<file path="src/gppc_consts.svh">
`ifndef GPPC_CONSTS_SVH
`define GPPC_CONSTS_SVH

// ----------------------------------------------------------------
// port layout
// ----------------------------------------------------------------
`define GPPC_NPORT        5
`define GPPC_PINS         8
`define GPPC_IMPL_MASK    40'hFF3F3FFFFF

// ----------------------------------------------------------------
// register byte offsets within a port window of 64 bytes
// ----------------------------------------------------------------
`define GPPC_PORT_LSB     6
`define GPPC_OFS_DOUT     6'h00
`define GPPC_OFS_STATE    6'h04
`define GPPC_OFS_MODE     6'h08
`define GPPC_OFS_BUF      6'h0C
`define GPPC_OFS_CFG      6'h10
`define GPPC_OFS_MUX      6'h14
`define GPPC_OFS_EDGE     6'h18
`define GPPC_OFS_ISTAT    6'h1C
`define GPPC_OFS_ICLR     6'h20
`define GPPC_OFS_IEN      6'h24

// ----------------------------------------------------------------
// fields and reset values
// ----------------------------------------------------------------
`define GPPC_BUF_OE_LSB   8
`define GPPC_CFG_LVTTL    0
`define GPPC_CFG_SLOW     1
`define GPPC_RST_DOUT     8'h00
`define GPPC_RST_MODE     24'h000000
`define GPPC_RST_BUF      16'h0000
`define GPPC_RST_CFG      2'h0
`define GPPC_RST_MUX      16'h0000
`define GPPC_RST_EDGE     16'h0000
`define GPPC_RST_IEN      8'h00

`endif

</file>
<file path="src/gppc_pkg.sv">
package gppc_pkg;

    typedef enum logic [2:0]
    {
        GPPC_ANALOG,
        GPPC_INPUT,
        GPPC_WUP_SDN,
        GPPC_SUP_WDN,
        GPPC_OD_LOW,
        GPPC_OD_HIGH,
        GPPC_STRONG,
        GPPC_WEAK
    } gppc_mode_type;

    typedef enum logic [1:0]
    {
        GPPC_EDGE_NONE,
        GPPC_EDGE_RISE,
        GPPC_EDGE_FALL,
        GPPC_EDGE_BOTH
    } gppc_edge_type;

endpackage : gppc_pkg

</file>
<file path="src/gppc_drive.sv">
`timescale 1ns/10ps
`default_nettype none

module gppc_drive
(
    input  wire logic [23:0] mode_i,
    input  wire logic [7:0]  dout_i,
    input  wire logic [7:0]  alt1_i,
    input  wire logic [7:0]  alt2_i,
    input  wire logic [7:0]  alt3_i,
    input  wire logic [15:0] mux_i,
    input  wire logic [7:0]  ibuf_i,
    input  wire logic [7:0]  obuf_i,
    input  wire logic [7:0]  impl_i,
    output logic      [7:0]  val_o,
    output logic      [7:0]  strong_o,
    output logic      [7:0]  pu_o,
    output logic      [7:0]  pd_o,
    output logic      [7:0]  ie_o
);

    // ----------------------------------------------------------------
    // per-pin mode decode: {strong, weak up, weak down}
    // ----------------------------------------------------------------
    function automatic logic [2:0] decode(input logic [2:0] m, input logic v);
        case (gppc_pkg::gppc_mode_type'(m))
            gppc_pkg::GPPC_WUP_SDN: decode = {~v, v, 1'b0};
            gppc_pkg::GPPC_SUP_WDN: decode = {v, 1'b0, ~v};
            gppc_pkg::GPPC_OD_LOW:  decode = {~v, 2'b00};
            gppc_pkg::GPPC_OD_HIGH: decode = {v, 2'b00};
            gppc_pkg::GPPC_STRONG:  decode = 3'h4;
            gppc_pkg::GPPC_WEAK:    decode = {1'b0, v, ~v};
            default:                decode = 3'h0;
        endcase
    endfunction : decode

    genvar i;
    generate
        for (i = 0; i < 8; i++)
        begin : g_pin
            wire logic [1:0] sel = mux_i[2*i +: 2];
            wire logic       v   = (sel == 2'h0) ? dout_i[i] :
                                   (sel == 2'h1) ? alt1_i[i] :
                                   (sel == 2'h2) ? alt2_i[i] : alt3_i[i];
            wire logic [2:0] d   = decode(mode_i[3*i +: 3], v);
            wire logic       oen = obuf_i[i] & impl_i[i];
            assign val_o[i]    = v;
            assign strong_o[i] = d[2] & oen;
            assign pu_o[i]     = d[1] & oen;
            assign pd_o[i]     = d[0] & oen;
            assign ie_o[i]     = ibuf_i[i] & impl_i[i] &
                                 (mode_i[3*i +: 3] != 3'(gppc_pkg::GPPC_ANALOG));
        end
    endgenerate

endmodule : gppc_drive

`default_nettype wire

</file>
<file path="src/gppc_sync.sv">
`timescale 1ns/10ps
`default_nettype none

module gppc_sync
(
    input  wire logic        clk_i,
    input  wire logic        rst_i,
    input  wire logic [7:0]  pin_i,
    input  wire logic [7:0]  ie_i,
    input  wire logic [15:0] edge_i,
    input  wire logic [7:0]  clr_i,
    output logic      [7:0]  state_o,
    output logic      [7:0]  flag_o
);

    logic [7:0] s1_r;
    logic [7:0] s2_r;
    logic [7:0] prev_r;
    logic [7:0] flag_r;
    logic [7:0] set_w;

    // input buffer off reads low, like a dead input stage
    wire logic [7:0] lvl = s2_r & ie_i;

    genvar i;
    generate
        for (i = 0; i < 8; i++)
        begin : g_edge
            wire logic rise = lvl[i] & ~prev_r[i];
            wire logic fall = ~lvl[i] & prev_r[i];
            assign set_w[i] = (rise & edge_i[2*i]) | (fall & edge_i[2*i+1]);
        end
    endgenerate

    // set beats clear so a coincident edge is never lost
    wire logic [7:0] flag_nxt = (flag_r & ~clr_i) | set_w;

    always_ff @(posedge clk_i or posedge rst_i)
    begin
        if (rst_i)
        begin
            s1_r   <= 8'h00;
            s2_r   <= 8'h00;
            prev_r <= 8'h00;
            flag_r <= 8'h00;
        end
        else
        begin
            s1_r   <= pin_i;
            s2_r   <= s1_r;
            prev_r <= lvl;
            flag_r <= flag_nxt;
        end
    end

    assign state_o = lvl;
    assign flag_o  = flag_r;

    // ----------------------------------------------------------------
    // checks
    // ----------------------------------------------------------------
    // the release edge still clears the chain, so only start after it
    a_sync_two_ff: assert property (@(posedge clk_i) disable iff (rst_i)
        !rst_i |-> ##2 (s2_r == $past(pin_i, 2)))
        else $error("pin synchroniser is not two stages");

    a_set_wins: assert property (@(posedge clk_i) disable iff (rst_i)
        ((set_w & clr_i) != 8'h00)
        |=> ((flag_r & $past(set_w & clr_i)) == $past(set_w & clr_i)))
        else $error("clear beat a coincident edge");

    a_rise_flag: assert property (@(posedge clk_i) disable iff (rst_i)
        (edge_i[2] && $rose(lvl[1]) && !$past(rst_i)) |=> flag_r[1])
        else $error("rising edge did not set flag");

endmodule : gppc_sync

`default_nettype wire

</file>
<file path="src/gppc_top.sv">
// Contract
// - eight drive modes per pin
// - five ports, ports 2 and 3 narrower
// - reset holds all buffers disabled
// - pins driven from data out; state readable
// - per-pin interrupts merged into five port lines
// - separate input and output buffer enables
// - selectable CMOS or LVTTL input threshold
// - selectable output slew rate
// - per-pin source multiplexer
//
// Decided for this implementation: the APB slave port and the register addresses.
`include "gppc_consts.svh"
`timescale 1ns/10ps
`default_nettype none

module gppc_top
(
    input  wire logic        CLOCK_I,
    input  wire logic        RST_I,
    input  wire logic        PSEL_I,
    input  wire logic        PENABLE_I,
    input  wire logic        PWRITE_I,
    input  wire logic [11:0] PADDR_I,
    input  wire logic [31:0] PWDATA_I,
    output logic             PREADY_O,
    output logic      [31:0] PRDATA_O,
    output logic             PSLVERR_O,
    input  wire logic [39:0] PIN_I,
    input  wire logic [39:0] ALT1_I,
    input  wire logic [39:0] ALT2_I,
    input  wire logic [39:0] ALT3_I,
    output logic      [39:0] PIN_O,
    output logic      [39:0] PIN_OE_O,
    output logic      [39:0] PIN_PU_O,
    output logic      [39:0] PIN_PD_O,
    output logic      [39:0] PIN_IE_O,
    output logic      [4:0]  PIN_LVTTL_O,
    output logic      [4:0]  PIN_SLOW_O,
    output logic      [4:0]  IRQ_O
);

    localparam int NPORT = `GPPC_NPORT;
    localparam logic [39:0] IMPL = `GPPC_IMPL_MASK;

    // ----------------------------------------------------------------
    // register storage
    // ----------------------------------------------------------------
    logic [7:0]  dout_r [NPORT];
    logic [23:0] mode_r [NPORT];
    logic [15:0] buf_r  [NPORT];
    logic [1:0]  cfg_r  [NPORT];
    logic [15:0] mux_r  [NPORT];
    logic [15:0] edge_r [NPORT];
    logic [7:0]  ien_r  [NPORT];

    logic        pready_r;
    logic [31:0] prdata_r;
    logic        pslverr_r;

    logic [39:0] val_w;
    logic [39:0] strong_w;
    logic [39:0] pu_w;
    logic [39:0] pd_w;
    logic [39:0] ie_w;
    logic [39:0] state_w;
    logic [39:0] flag_w;
    logic [4:0]  irq_nxt;
    logic [4:0]  lvttl_nxt;
    logic [4:0]  slow_nxt;

    // ----------------------------------------------------------------
    // apb decode
    // ----------------------------------------------------------------
    wire logic [2:0] sel_port = PADDR_I[8:`GPPC_PORT_LSB];
    wire logic [5:0] sel_ofs  = PADDR_I[5:0];
    wire logic       port_ok  = (PADDR_I[11:9] == 3'h0) && (sel_port < 3'(NPORT));
    wire logic       ofs_ok   = (sel_ofs[1:0] == 2'h0) && (sel_ofs <= `GPPC_OFS_IEN);
    wire logic       mapped   = port_ok & ofs_ok;
    wire logic       setup    = PSEL_I & PENABLE_I & ~pready_r;
    // write lands on the edge that samples pready high
    wire logic       acc      = PSEL_I & PENABLE_I & pready_r;
    wire logic       wr       = acc & PWRITE_I & mapped;
    wire logic [2:0] pi       = port_ok ? sel_port : 3'h0;

    wire logic [31:0] rd_w =
        (sel_ofs == `GPPC_OFS_DOUT)  ? {24'h000000, dout_r[pi]} :
        (sel_ofs == `GPPC_OFS_STATE) ? {24'h000000, state_w[8*pi +: 8]} :
        (sel_ofs == `GPPC_OFS_MODE)  ? {8'h00, mode_r[pi]} :
        (sel_ofs == `GPPC_OFS_BUF)   ? {16'h0000, buf_r[pi]} :
        (sel_ofs == `GPPC_OFS_CFG)   ? {30'h00000000, cfg_r[pi]} :
        (sel_ofs == `GPPC_OFS_MUX)   ? {16'h0000, mux_r[pi]} :
        (sel_ofs == `GPPC_OFS_EDGE)  ? {16'h0000, edge_r[pi]} :
        (sel_ofs == `GPPC_OFS_ISTAT) ? {24'h000000, flag_w[8*pi +: 8]} :
        (sel_ofs == `GPPC_OFS_IEN)   ? {24'h000000, ien_r[pi]} : 32'h00000000;

    always_ff @(posedge CLOCK_I or posedge RST_I)
    begin
        if (RST_I)
        begin
            pready_r  <= 1'b0;
            prdata_r  <= 32'h00000000;
            pslverr_r <= 1'b0;
        end
        else
        begin
            pready_r  <= setup;
            prdata_r  <= setup ? (mapped ? rd_w : 32'h00000000) : prdata_r;
            pslverr_r <= setup & ~mapped;
        end
    end

    // ----------------------------------------------------------------
    // per-port registers, pin cells and interrupt flags
    // ----------------------------------------------------------------
    genvar p;
    generate
        for (p = 0; p < NPORT; p++)
        begin : g_port
            wire logic hit = wr && (sel_port == 3'(p));
            wire logic [7:0] clr = (hit && sel_ofs == `GPPC_OFS_ICLR) ?
                                   PWDATA_I[7:0] : 8'h00;

            always_ff @(posedge CLOCK_I or posedge RST_I)
            begin
                if (RST_I)
                begin
                    dout_r[p] <= `GPPC_RST_DOUT;
                    mode_r[p] <= `GPPC_RST_MODE;
                    buf_r[p]  <= `GPPC_RST_BUF;
                    cfg_r[p]  <= `GPPC_RST_CFG;
                    mux_r[p]  <= `GPPC_RST_MUX;
                    edge_r[p] <= `GPPC_RST_EDGE;
                    ien_r[p]  <= `GPPC_RST_IEN;
                end
                else if (hit)
                begin
                    if (sel_ofs == `GPPC_OFS_DOUT)
                        dout_r[p] <= PWDATA_I[7:0];
                    if (sel_ofs == `GPPC_OFS_MODE)
                        mode_r[p] <= PWDATA_I[23:0];
                    if (sel_ofs == `GPPC_OFS_BUF)
                        buf_r[p]  <= PWDATA_I[15:0];
                    if (sel_ofs == `GPPC_OFS_CFG)
                        cfg_r[p]  <= PWDATA_I[1:0];
                    if (sel_ofs == `GPPC_OFS_MUX)
                        mux_r[p]  <= PWDATA_I[15:0];
                    if (sel_ofs == `GPPC_OFS_EDGE)
                        edge_r[p] <= PWDATA_I[15:0];
                    if (sel_ofs == `GPPC_OFS_IEN)
                        ien_r[p]  <= PWDATA_I[7:0];
                end
            end

            gppc_drive u_drive
            (
                .mode_i   (mode_r[p]),
                .dout_i   (dout_r[p]),
                .alt1_i   (ALT1_I[8*p +: 8]),
                .alt2_i   (ALT2_I[8*p +: 8]),
                .alt3_i   (ALT3_I[8*p +: 8]),
                .mux_i    (mux_r[p]),
                .ibuf_i   (buf_r[p][7:0]),
                .obuf_i   (buf_r[p][`GPPC_BUF_OE_LSB +: 8]),
                .impl_i   (IMPL[8*p +: 8]),
                .val_o    (val_w[8*p +: 8]),
                .strong_o (strong_w[8*p +: 8]),
                .pu_o     (pu_w[8*p +: 8]),
                .pd_o     (pd_w[8*p +: 8]),
                .ie_o     (ie_w[8*p +: 8])
            );

            gppc_sync u_sync
            (
                .clk_i   (CLOCK_I),
                .rst_i   (RST_I),
                .pin_i   (PIN_I[8*p +: 8]),
                .ie_i    (PIN_IE_O[8*p +: 8]),
                .edge_i  (edge_r[p]),
                .clr_i   (clr),
                .state_o (state_w[8*p +: 8]),
                .flag_o  (flag_w[8*p +: 8])
            );

            assign irq_nxt[p]   = |(flag_w[8*p +: 8] & ien_r[p]);
            assign lvttl_nxt[p] = cfg_r[p][`GPPC_CFG_LVTTL];
            assign slow_nxt[p]  = cfg_r[p][`GPPC_CFG_SLOW];
        end
    endgenerate

    // ----------------------------------------------------------------
    // pad registers: all buffers off under reset
    // ----------------------------------------------------------------
    always_ff @(posedge CLOCK_I or posedge RST_I)
    begin
        if (RST_I)
        begin
            PIN_O       <= 40'h0000000000;
            PIN_OE_O    <= 40'h0000000000;
            PIN_PU_O    <= 40'h0000000000;
            PIN_PD_O    <= 40'h0000000000;
            PIN_IE_O    <= 40'h0000000000;
            PIN_LVTTL_O <= 5'h00;
            PIN_SLOW_O  <= 5'h00;
            IRQ_O       <= 5'h00;
        end
        else
        begin
            PIN_O       <= val_w;
            PIN_OE_O    <= strong_w;
            PIN_PU_O    <= pu_w;
            PIN_PD_O    <= pd_w;
            PIN_IE_O    <= ie_w;
            PIN_LVTTL_O <= lvttl_nxt;
            PIN_SLOW_O  <= slow_nxt;
            IRQ_O       <= irq_nxt;
        end
    end

    assign PREADY_O  = pready_r;
    assign PRDATA_O  = prdata_r;
    assign PSLVERR_O = pslverr_r;

    // ----------------------------------------------------------------
    // checks
    // ----------------------------------------------------------------
    a_reset_off: assert property (@(posedge CLOCK_I)
        $fell(RST_I) |-> (PIN_OE_O == 40'h0 && PIN_PU_O == 40'h0 &&
                          PIN_PD_O == 40'h0 && PIN_IE_O == 40'h0))
        else $error("pin buffers active at reset release");

    a_unimpl_off: assert property (@(posedge CLOCK_I) disable iff (RST_I)
        ((PIN_OE_O | PIN_PU_O | PIN_PD_O | PIN_IE_O) & ~IMPL) == 40'h0)
        else $error("absent pin is enabled");

    a_od_low: assert property (@(posedge CLOCK_I) disable iff (RST_I)
        (mode_r[1][2:0] == 3'(gppc_pkg::GPPC_OD_LOW)) |=> !(PIN_OE_O[8] && PIN_O[8]))
        else $error("open drain low drove high");

    a_dout_pin: assert property (@(posedge CLOCK_I) disable iff (RST_I)
        (wr && sel_port == 3'h1 && sel_ofs == `GPPC_OFS_DOUT && mux_r[1][1:0] == 2'h0)
        |=> ##1 (PIN_O[8] == $past(PWDATA_I[0], 2)))
        else $error("data out not on pin");

    a_state_read: assert property (@(posedge CLOCK_I) disable iff (RST_I)
        (setup && !PWRITE_I && PADDR_I == 12'h104)
        |=> (PRDATA_O[7:0] == $past(state_w[39:32])))
        else $error("pin state read wrong");

    a_ibuf_off: assert property (@(posedge CLOCK_I) disable iff (RST_I)
        !buf_r[4][4] |=> !PIN_IE_O[36])
        else $error("input buffer on while disabled");

    a_lvttl_cfg: assert property (@(posedge CLOCK_I) disable iff (RST_I)
        ##1 (PIN_LVTTL_O[1] == $past(cfg_r[1][`GPPC_CFG_LVTTL])))
        else $error("threshold select not applied");

    a_slew_cfg: assert property (@(posedge CLOCK_I) disable iff (RST_I)
        ##1 (PIN_SLOW_O[1] == $past(cfg_r[1][`GPPC_CFG_SLOW])))
        else $error("slew select not applied");

    a_mux_alt: assert property (@(posedge CLOCK_I) disable iff (RST_I)
        (mux_r[1][1:0] == 2'h1) |=> (PIN_O[8] == $past(ALT1_I[8])))
        else $error("source mux not honoured");

    a_irq_level: assert property (@(posedge CLOCK_I) disable iff (RST_I)
        ##1 (IRQ_O[3] == $past(|(flag_w[31:24] & ien_r[3]))))
        else $error("port request does not follow flags");

    a_clear_flag: assert property (@(posedge CLOCK_I) disable iff (RST_I)
        (wr && sel_port == 3'h3 && sel_ofs == `GPPC_OFS_ICLR &&
         PWDATA_I[1])
        |=> (!flag_w[25] || $past(g_port[3].u_sync.set_w[1])))
        else $error("flag clear ignored");

    a_apb_answer: assert property (@(posedge CLOCK_I) disable iff (RST_I)
        setup |=> (PREADY_O ##1 !PREADY_O))
        else $error("apb answer not one cycle");

endmodule : gppc_top

`default_nettype wire

</file>
<file path="config.mk">
export PLATFORM = sky130hd
export DESIGN_NAME = gppc_top
export DESIGN_NICKNAME = d
export VERILOG_FILES = /design/src/gppc_pkg.sv /design/src/gppc_drive.sv /design/src/gppc_sync.sv /design/src/gppc_top.sv
export VERILOG_INCLUDE_DIRS = /design/src
export SDC_FILE = /design/constraint.sdc
export NUM_CORES = 2
export LEC_CHECK = 0
export BUFFER_PORTS_ARGS = -buffer_cell sky130_fd_sc_hd__buf_4
export CORE_MARGIN = 2
export CORE_UTILIZATION = 50
export DETAILED_ROUTE_END_ITERATION = 7
export GPL_ROUTABILITY_DRIVEN = 0
export MAX_ROUTING_LAYER = met4
export PLACE_DENSITY = 0.7
export SLEW_MARGIN = 20
export SYNTH_ARGS = -nofsm -noshare
export SYNTH_HDL_FRONTEND = slang
export SYNTH_SLANG_ARGS = --single-unit
</file>
<file path="constraint.sdc">
create_clock -name CLOCK_I -period 58.3 [get_ports CLOCK_I]
set_clock_uncertainty 0.05 [all_clocks]
set_input_delay 17.49 -clock CLOCK_I [delete_from_list [all_inputs] [get_ports CLOCK_I]]
set_output_delay 17.49 -clock CLOCK_I [all_outputs]
set_load 0.005 [all_outputs]
</file>
=== Word-level counts from Yosys, hierarchy flattened ===
Index checks and enable logic that the tools add are counted.

* Order comparisons: 3
* Eq/ne operators: 309
* Shift operators: 2
* Multiplexer cells: 193
* Bitwise operators: 495
* Reduce and logical (&&, ||, !) cells: 132

{| class="wikitable"
|+ Operators by type and width
! cell !! number
|-
| 3-bit one-hot mux with 6 select lines || 36
|-
| 3-bit equality test (second input constant) || 145
|-
| 1-bit AND || 311
|-
| 3-bit by 2-bit equality test with 1-bit output (second input constant) || 74
|-
| 16-bit 2-to-1 mux || 10
|-
| 16-bit binary-select mux with 3-bit select || 3
|-
| 24-bit 2-to-1 mux || 6
|-
| 1-bit 2-to-1 mux || 120
|-
| 1-bit NOT || 118
|-
| 3-bit nonzero test || 36
|-
| 8-bit AND || 13
|-
| 8-bit 2-to-1 mux || 11
|-
| 2-bit logical NOT || 41
|-
| 2-bit by 1-bit equality test with 1-bit output (second input constant) || 40
|-
| 2-bit equality test (second input constant) || 40
|-
| 40-bit by 7-bit indexed part select with 8-bit output || 2
|-
| 24-bit binary-select mux with 3-bit select || 1
|-
| 2-bit AND reduction || 35
|-
| 8-bit binary-select mux with 3-bit select || 2
|-
| 8-bit NOT || 5
|-
| 1-bit bitwise OR || 40
|-
| 8-bit bitwise OR || 5
|-
| 8-bit OR reduction || 5
|-
| 6-bit by 5-bit equality test with 1-bit output (second input constant) || 4
|-
| other kinds (15) || 31
|}

* Bits in registers: 843
* Input bits: 209
* Output and inout bits: 249

=== Longest topological paths before layout ===
* Word-level depth: 17
* Gate-level depth with buffers: 11

=== Modules after synthesis ===
Synthesis repeated with hierarchy kept, for this count alone.

* Cell total of the unflattened synthesis: 3,117
* Area total of the unflattened synthesis: 39,569.2 um^2

{| class="wikitable"
|+ By module, submodules not included
! module !! instances !! cells each !! area an instance (um^2)
|-
| gppc_top || 1 || 2,232 || 29,415.7
|-
| gppc_sync || 5 || 73 || 1,123.6
|-
| gppc_drive || 5 || 104 || 907.1
|}

=== Worst setup path after synthesis ===
OpenSTA, ideal clock, no wires.

* Path kind: input to register
* From: input port PADDR_I[10]
* To: register prdata_r[15], in the netlist PRDATA_O[15]
* Setup time: 124 ps
* Arrival time: 19,369 ps
* Data required time: 58,126 ps
* Slack: 38,757 ps
* Stages: 7
* Path buffers: 1
* Cell sequence: or4_1 buf_6 nor2_8 mux4_1 a22oi_1 a31oi_1 a211o_1

* Longest elaborated chain between the ends: 15
* Elaborated cells on any way between the ends: 25
* Classes of those cells: 21 x mux; 2 x bitwise; 2 x reduce/logical

{| class="wikitable"
|+ RTL lines
! element !! line !! RTL
|-
| from (decl) || gppc_top.sv:24 || <nowiki>input wire logic [11:0] PADDR_I,</nowiki>
|-
| 3-bit logical NOT (*) || gppc_top.sv:77 || <nowiki>wire logic port_ok = (PADDR_I[11:9] == 3'h0) && (sel_port < 3'(NPORT));</nowiki>
|-
| 1-bit logical AND (*) || gppc_top.sv:77 ||
|-
| 3-bit 2-to-1 mux || gppc_top.sv:84 || <nowiki>wire logic [2:0] pi = port_ok ? sel_port : 3'h0;</nowiki>
|-
| 3-bit NOT with 4-bit output (not written as such) || - ||
|-
| 16-bit binary-select mux with 3-bit select || gppc_top.sv:93 || <nowiki>(sel_ofs == `GPPC_OFS_EDGE) ? {16'h0000, edge_r[pi]} :</nowiki>
|-
| 16-bit 2-to-1 mux (not written as such) (2 in series) || gppc_top.sv:93 ||
|-
| 16-bit 2-to-1 mux || gppc_top.sv:93 ||
|-
| 16-bit 2-to-1 mux || gppc_top.sv:92 || <nowiki>(sel_ofs == `GPPC_OFS_MUX) ? {16'h0000, mux_r[pi]} :</nowiki>
|-
| 16-bit 2-to-1 mux || gppc_top.sv:91 || <nowiki>(sel_ofs == `GPPC_OFS_CFG) ? {30'h00000000, cfg_r[pi]} :</nowiki>
|-
| 16-bit 2-to-1 mux || gppc_top.sv:90 || <nowiki>(sel_ofs == `GPPC_OFS_BUF) ? {16'h0000, buf_r[pi]} :</nowiki>
|-
| 24-bit 2-to-1 mux || gppc_top.sv:89 || <nowiki>(sel_ofs == `GPPC_OFS_MODE) ? {8'h00, mode_r[pi]} :</nowiki>
|-
| 24-bit 2-to-1 mux || gppc_top.sv:88 || <nowiki>(sel_ofs == `GPPC_OFS_STATE) ? {24'h000000, state_w[8*pi +: 8]} :</nowiki>
|-
| 24-bit 2-to-1 mux || gppc_top.sv:87 || <nowiki>(sel_ofs == `GPPC_OFS_DOUT) ? {24'h000000, dout_r[pi]} :</nowiki>
|-
| 24-bit 2-to-1 mux (*) || gppc_top.sv:108 || <nowiki>prdata_r <= setup ? (mapped ? rd_w : 32'h00000000) : prdata_r;</nowiki>
|-
| to (signal assigned) || gppc_top.sv:108 ||
|-
| to (decl) || gppc_top.sv:58 || <nowiki>logic [31:0] prdata_r;</nowiki>
|}

Mark *: on every way between the ends. The rest lies on a longest branch, timed or not. The select of a mux whose other input is x is not followed.
A chain may end at the register's enable or synchronous reset.

=== Final worst setup path ===
* From: input port PADDR_I[10]
* To: register prdata_r[6], in the netlist PRDATA_O[6]

* Longest elaborated chain between the ends: 17
* Elaborated cells on any way between the ends: 35
* Classes of those cells: 2 x shift; 29 x mux; 2 x bitwise; 2 x reduce/logical

{| class="wikitable"
|+ RTL lines
! element !! line !! RTL
|-
| 3-bit logical NOT (*) || gppc_top.sv:77 ||
|-
| 1-bit logical AND (*) || gppc_top.sv:77 ||
|-
| 3-bit 2-to-1 mux || gppc_top.sv:84 ||
|-
| 3-bit NOT with 4-bit output (not written as such) || - ||
|-
| 8-bit binary-select mux with 3-bit select || gppc_top.sv:95 || <nowiki>(sel_ofs == `GPPC_OFS_IEN) ? {24'h000000, ien_r[pi]} : 32'h00000000;</nowiki>
|-
| 8-bit 2-to-1 mux (not written as such) (2 in series) || gppc_top.sv:95 ||
|-
| 8-bit 2-to-1 mux || gppc_top.sv:95 ||
|-
| 8-bit 2-to-1 mux || gppc_top.sv:94 || <nowiki>(sel_ofs == `GPPC_OFS_ISTAT) ? {24'h000000, flag_w[8*pi +: 8]} :</nowiki>
|-
| 16-bit 2-to-1 mux || gppc_top.sv:93 ||
|-
| 16-bit 2-to-1 mux || gppc_top.sv:92 ||
|-
| 16-bit 2-to-1 mux || gppc_top.sv:91 ||
|-
| 16-bit 2-to-1 mux || gppc_top.sv:90 ||
|-
| 24-bit 2-to-1 mux || gppc_top.sv:89 ||
|-
| 24-bit 2-to-1 mux || gppc_top.sv:88 ||
|-
| 24-bit 2-to-1 mux || gppc_top.sv:87 ||
|-
| 24-bit 2-to-1 mux (*) || gppc_top.sv:108 ||
|}

Marks and branches as above.

==> impl_metrics.json <==
{
  "leakagePower_nw": 20.6,
  "rsz0062_at_grt": "false",
  "drv_slew": 0,
  "die_area_um2": 74300,
  "min_to": "g_port[0].u_sync.s2_r[1]$_DFF_PP0_",
  "worstSetupStartpoint": "PADDR_I[10]",
  "cts_hold_buffers": 0,
  "final_cell_area_um2": 43100,
  "portBuffers": 421,
  "cts_buffers": 87,
  "maxCapViolations": 0,
  "netlist_area_um2": 36100,
  "cp_common_cell": "buf_4",
  "num_rows": 98,
  "start_util_pct": 50.5,
  "drt_iter0_markers": 3836,
  "antenna_found_initial": 8,
  "max_freq_ghz": 0.0474,
  "timing.final.ws_setup_ns": 37.21,
  "synth_edf_count": 0,
  "ys_ff_latch": 823,
  "min_path_type": "flop to flop",
  "crit_buf_inv": 4,
  "period_needed_ns": 21.09,
  "final_common_cell": "dfrtp_1",
  "hold_violations": 0,
  "netlist_instances": 2934,
  "vias_per_cell": 6.40,
  "synth_warnings": 0,
  "crit_path_end_kind": "flop",
  "syn_to_final_growth_pct": 19.5,
  "hp-start": "g_port[0].u_sync.s1_r[1]$_DFF_PP0_",
  "cts_buffer_depth": 3,
  "cts_resized": 0,
  "routed_wl_mm": 128,
  "grt_max_degree": 177,
  "critPathLaunchType": "input pin",
  "ff2ff_setup_slack_ns": 55.00,
  "tightest_slew_ns": 1.15,
  "ir_drop_mv": 0.0173,
  "dp_hpwl_mm": 89.0,
  "r2r_end": "mode_r[90]$_DFFE_PP0P_",
  "fin_util_pct": 60.3,
  "grt_pass1_vias": 27359,
  "finalNonFillerCells": 4333,
  "final_nets": 3511,
  "clk_pin_slew_worst_paths_ns": 0.06,
  "cts_num_sinks": 823,
  "synth_flop_cell": "dfrtp_1",
  "hold_ws_ns": 0.293,
  "tns_ns": 0,
  "timing_worst_setup_path_type": "input pin to flop",
  "die_y_um": 273,
  "io_pins": 458,
  "place_area_um2": 39900,
  "via_count": 27744,
  "setup_viol": 0,
  "synth_area_per_cell_um2": 12.3,
  "grtUsageTotal_pct": 35.4,
  "wire_per_inst_um": 29.6,
  "cts_tree": "done",
  "critPathSlowestCell": "nor4_1",
  "hold_depth": 0,
  "period_share_pct": 36.2,
  "yosysSeqAreaShare_pct": 57.1,
  "drive_above_1_share_pct": 33.4,
  "clk_latency_ns": 0.68,
  "post-place-cells": 4162,
  "reg2reg_depth": 6,
  "drtAntennaViolNets": 0,
  "root_buffer": "clkbuf_16",
  "cts_setup_buffers": 0,
  "powerDensity_nw_per_um2": 28.6,
  "critPathMaxFanout": 57,
  "ys_async_sr_fraction_pct": 100,
  "grt-ovfl-total": 0,
  "required_ns": 58.77,
  "cp.arrival_ns": 21.56,
  "outcome": "finished clean",
  "cp_slowest_stage_delay_ns": 0.73,
  "worstPathCellList": "buf_4 > nor4_4 > buf_4 > nand2_4 > buf_4 > buf_4 > a211oi_1 > a31oi_1 > a22o_1 > nor4_1 > o211ai_1",
  "coreArea_um2": 71500,
  "synthDistinctLibCells": 75,
  "htreeDepth": 3,
  "drc": 0,
  "r2r_start": "PREADY_O$_DFF_PP0_",
  "die_w_um": 273,
  "relSlewSlack_pct": 23.0,
  "p_total_mw": 1.23,
  "most-common-layout-cells": "823 x dfrtp_1, 448 x buf_4, 404 x mux2_2",
  "first_pass_iters": 6,
  "critPathTopFamily": "buffers and inverters",
  "grt_pass1_wl_mm": 186,
  "place_worst_setup_slack_ns": 36.71
}
## worst max path at each step
stage	endpoint	slack, ns	cells past startpoint
3_5_place_dp	PRDATA_O[6]$_DFFE_PP0P_	36.71	11
4_1_cts	PRDATA_O[6]$_DFFE_PP0P_	37.39	11
6_report	PRDATA_O[6]$_DFFE_PP0P_	37.21	11
3_3_place_gp	PRDATA_O[6]$_DFFE_PP0P_	36.70	11
2_1_floorplan	IRQ_O[0]$_DFF_PP0_	17.64	1
5_1_grt	PRDATA_O[6]$_DFFE_PP0P_	37.20	11
## synthesized netlist by cell type (all sizes together), types with 8 or more instances
master    n  area share [%]
o21ai   135             1.9
nand2   381             4.0
and4     34            0.83
clkbuf   98             1.0
o22ai     8            0.14
mux2    413              13
a31oi    20            0.35
o31a     36            0.87
nor2b     9            0.16
buf      99             1.7
o211ai   20            0.42
a211oi   40            0.86
nor3b    30            0.62
nand3    87             1.2
mux4     73             4.6
a311o    28            0.78
mux2i    32            0.89
and3     20            0.35
dfrtp   823              57
xnor2    59             1.4
a22oi    38            0.79
o221ai    9            0.24
nand4    16            0.28
nor2    123             1.5
nor3     13            0.22
a21oi   114             1.6
nand2b   12            0.21
a21boi   30            0.62
inv      55            0.57
## cell families after synthesis
group / synth area share [%]
other: 0.0104
multiplexers: 18.4
AND/OR/NAND/NOR: 9.88
flip-flops: 57.1
AO/OA/AOI/OAI: 9.92
buffers and inverters: 3.27
XOR/XNOR: 1.48
## routing by layer
| layer | GRT usage, % | up-vias | routed length [µm] |
|---|---|---|---|
| met5 | - | - | 0 |
| met2 | 50.6 | 1838 | 56600 |
| met3 | 11.5 | 378 | 15600 |
| li1 | - | 11308 | - |
| met1 | 46.2 | 14220 | 49800 |
| met4 | 15.3 | 0 | 6450 |
## report_power, final
part	switching, mW	total (mW)	internal (mW)	leakage [nW]
clock network	0.243	0.614	0.371	1.56
logic	0.0318	0.0445	0.0126	7.79
registers	0.000845	0.575	0.574	11.3
## area by class of cell
type / count / area, µm²
antenna: 7 / 17.5
clock buffer: 119 / 2480
clock inverter: 44 / 691
fill: 5591 / 28400
inverter: 55 / 214
multi-input combinational: 1882 / 14500
sequential: 823 / 20600
tap: 950 / 1190
timing repair buffer: 453 / 3470
## worst register-to-register path, stage by stage (launching register included)
cell     delay (ns)
dfrtp_1        0.36
nand4_1        0.21
nor3_2         0.51
inv_1          0.18
nor2_2         0.49
nand2_2        0.75
mux2_1         0.60
## flip-flops by register name, indices dropped and copies added (netlist names), 40 cells and up
| signal | count |
|---|---|
| PIN_O | 40 |
| buf_r | 80 |
| dout_r | 40 |
| edge_r | 80 |
| g_port.u_sync.flag_o | 40 |
| ien_r | 40 |
| mode_r | 120 |
| mux_r | 80 |
Note: power is estimated with default switching activity, not from simulation.
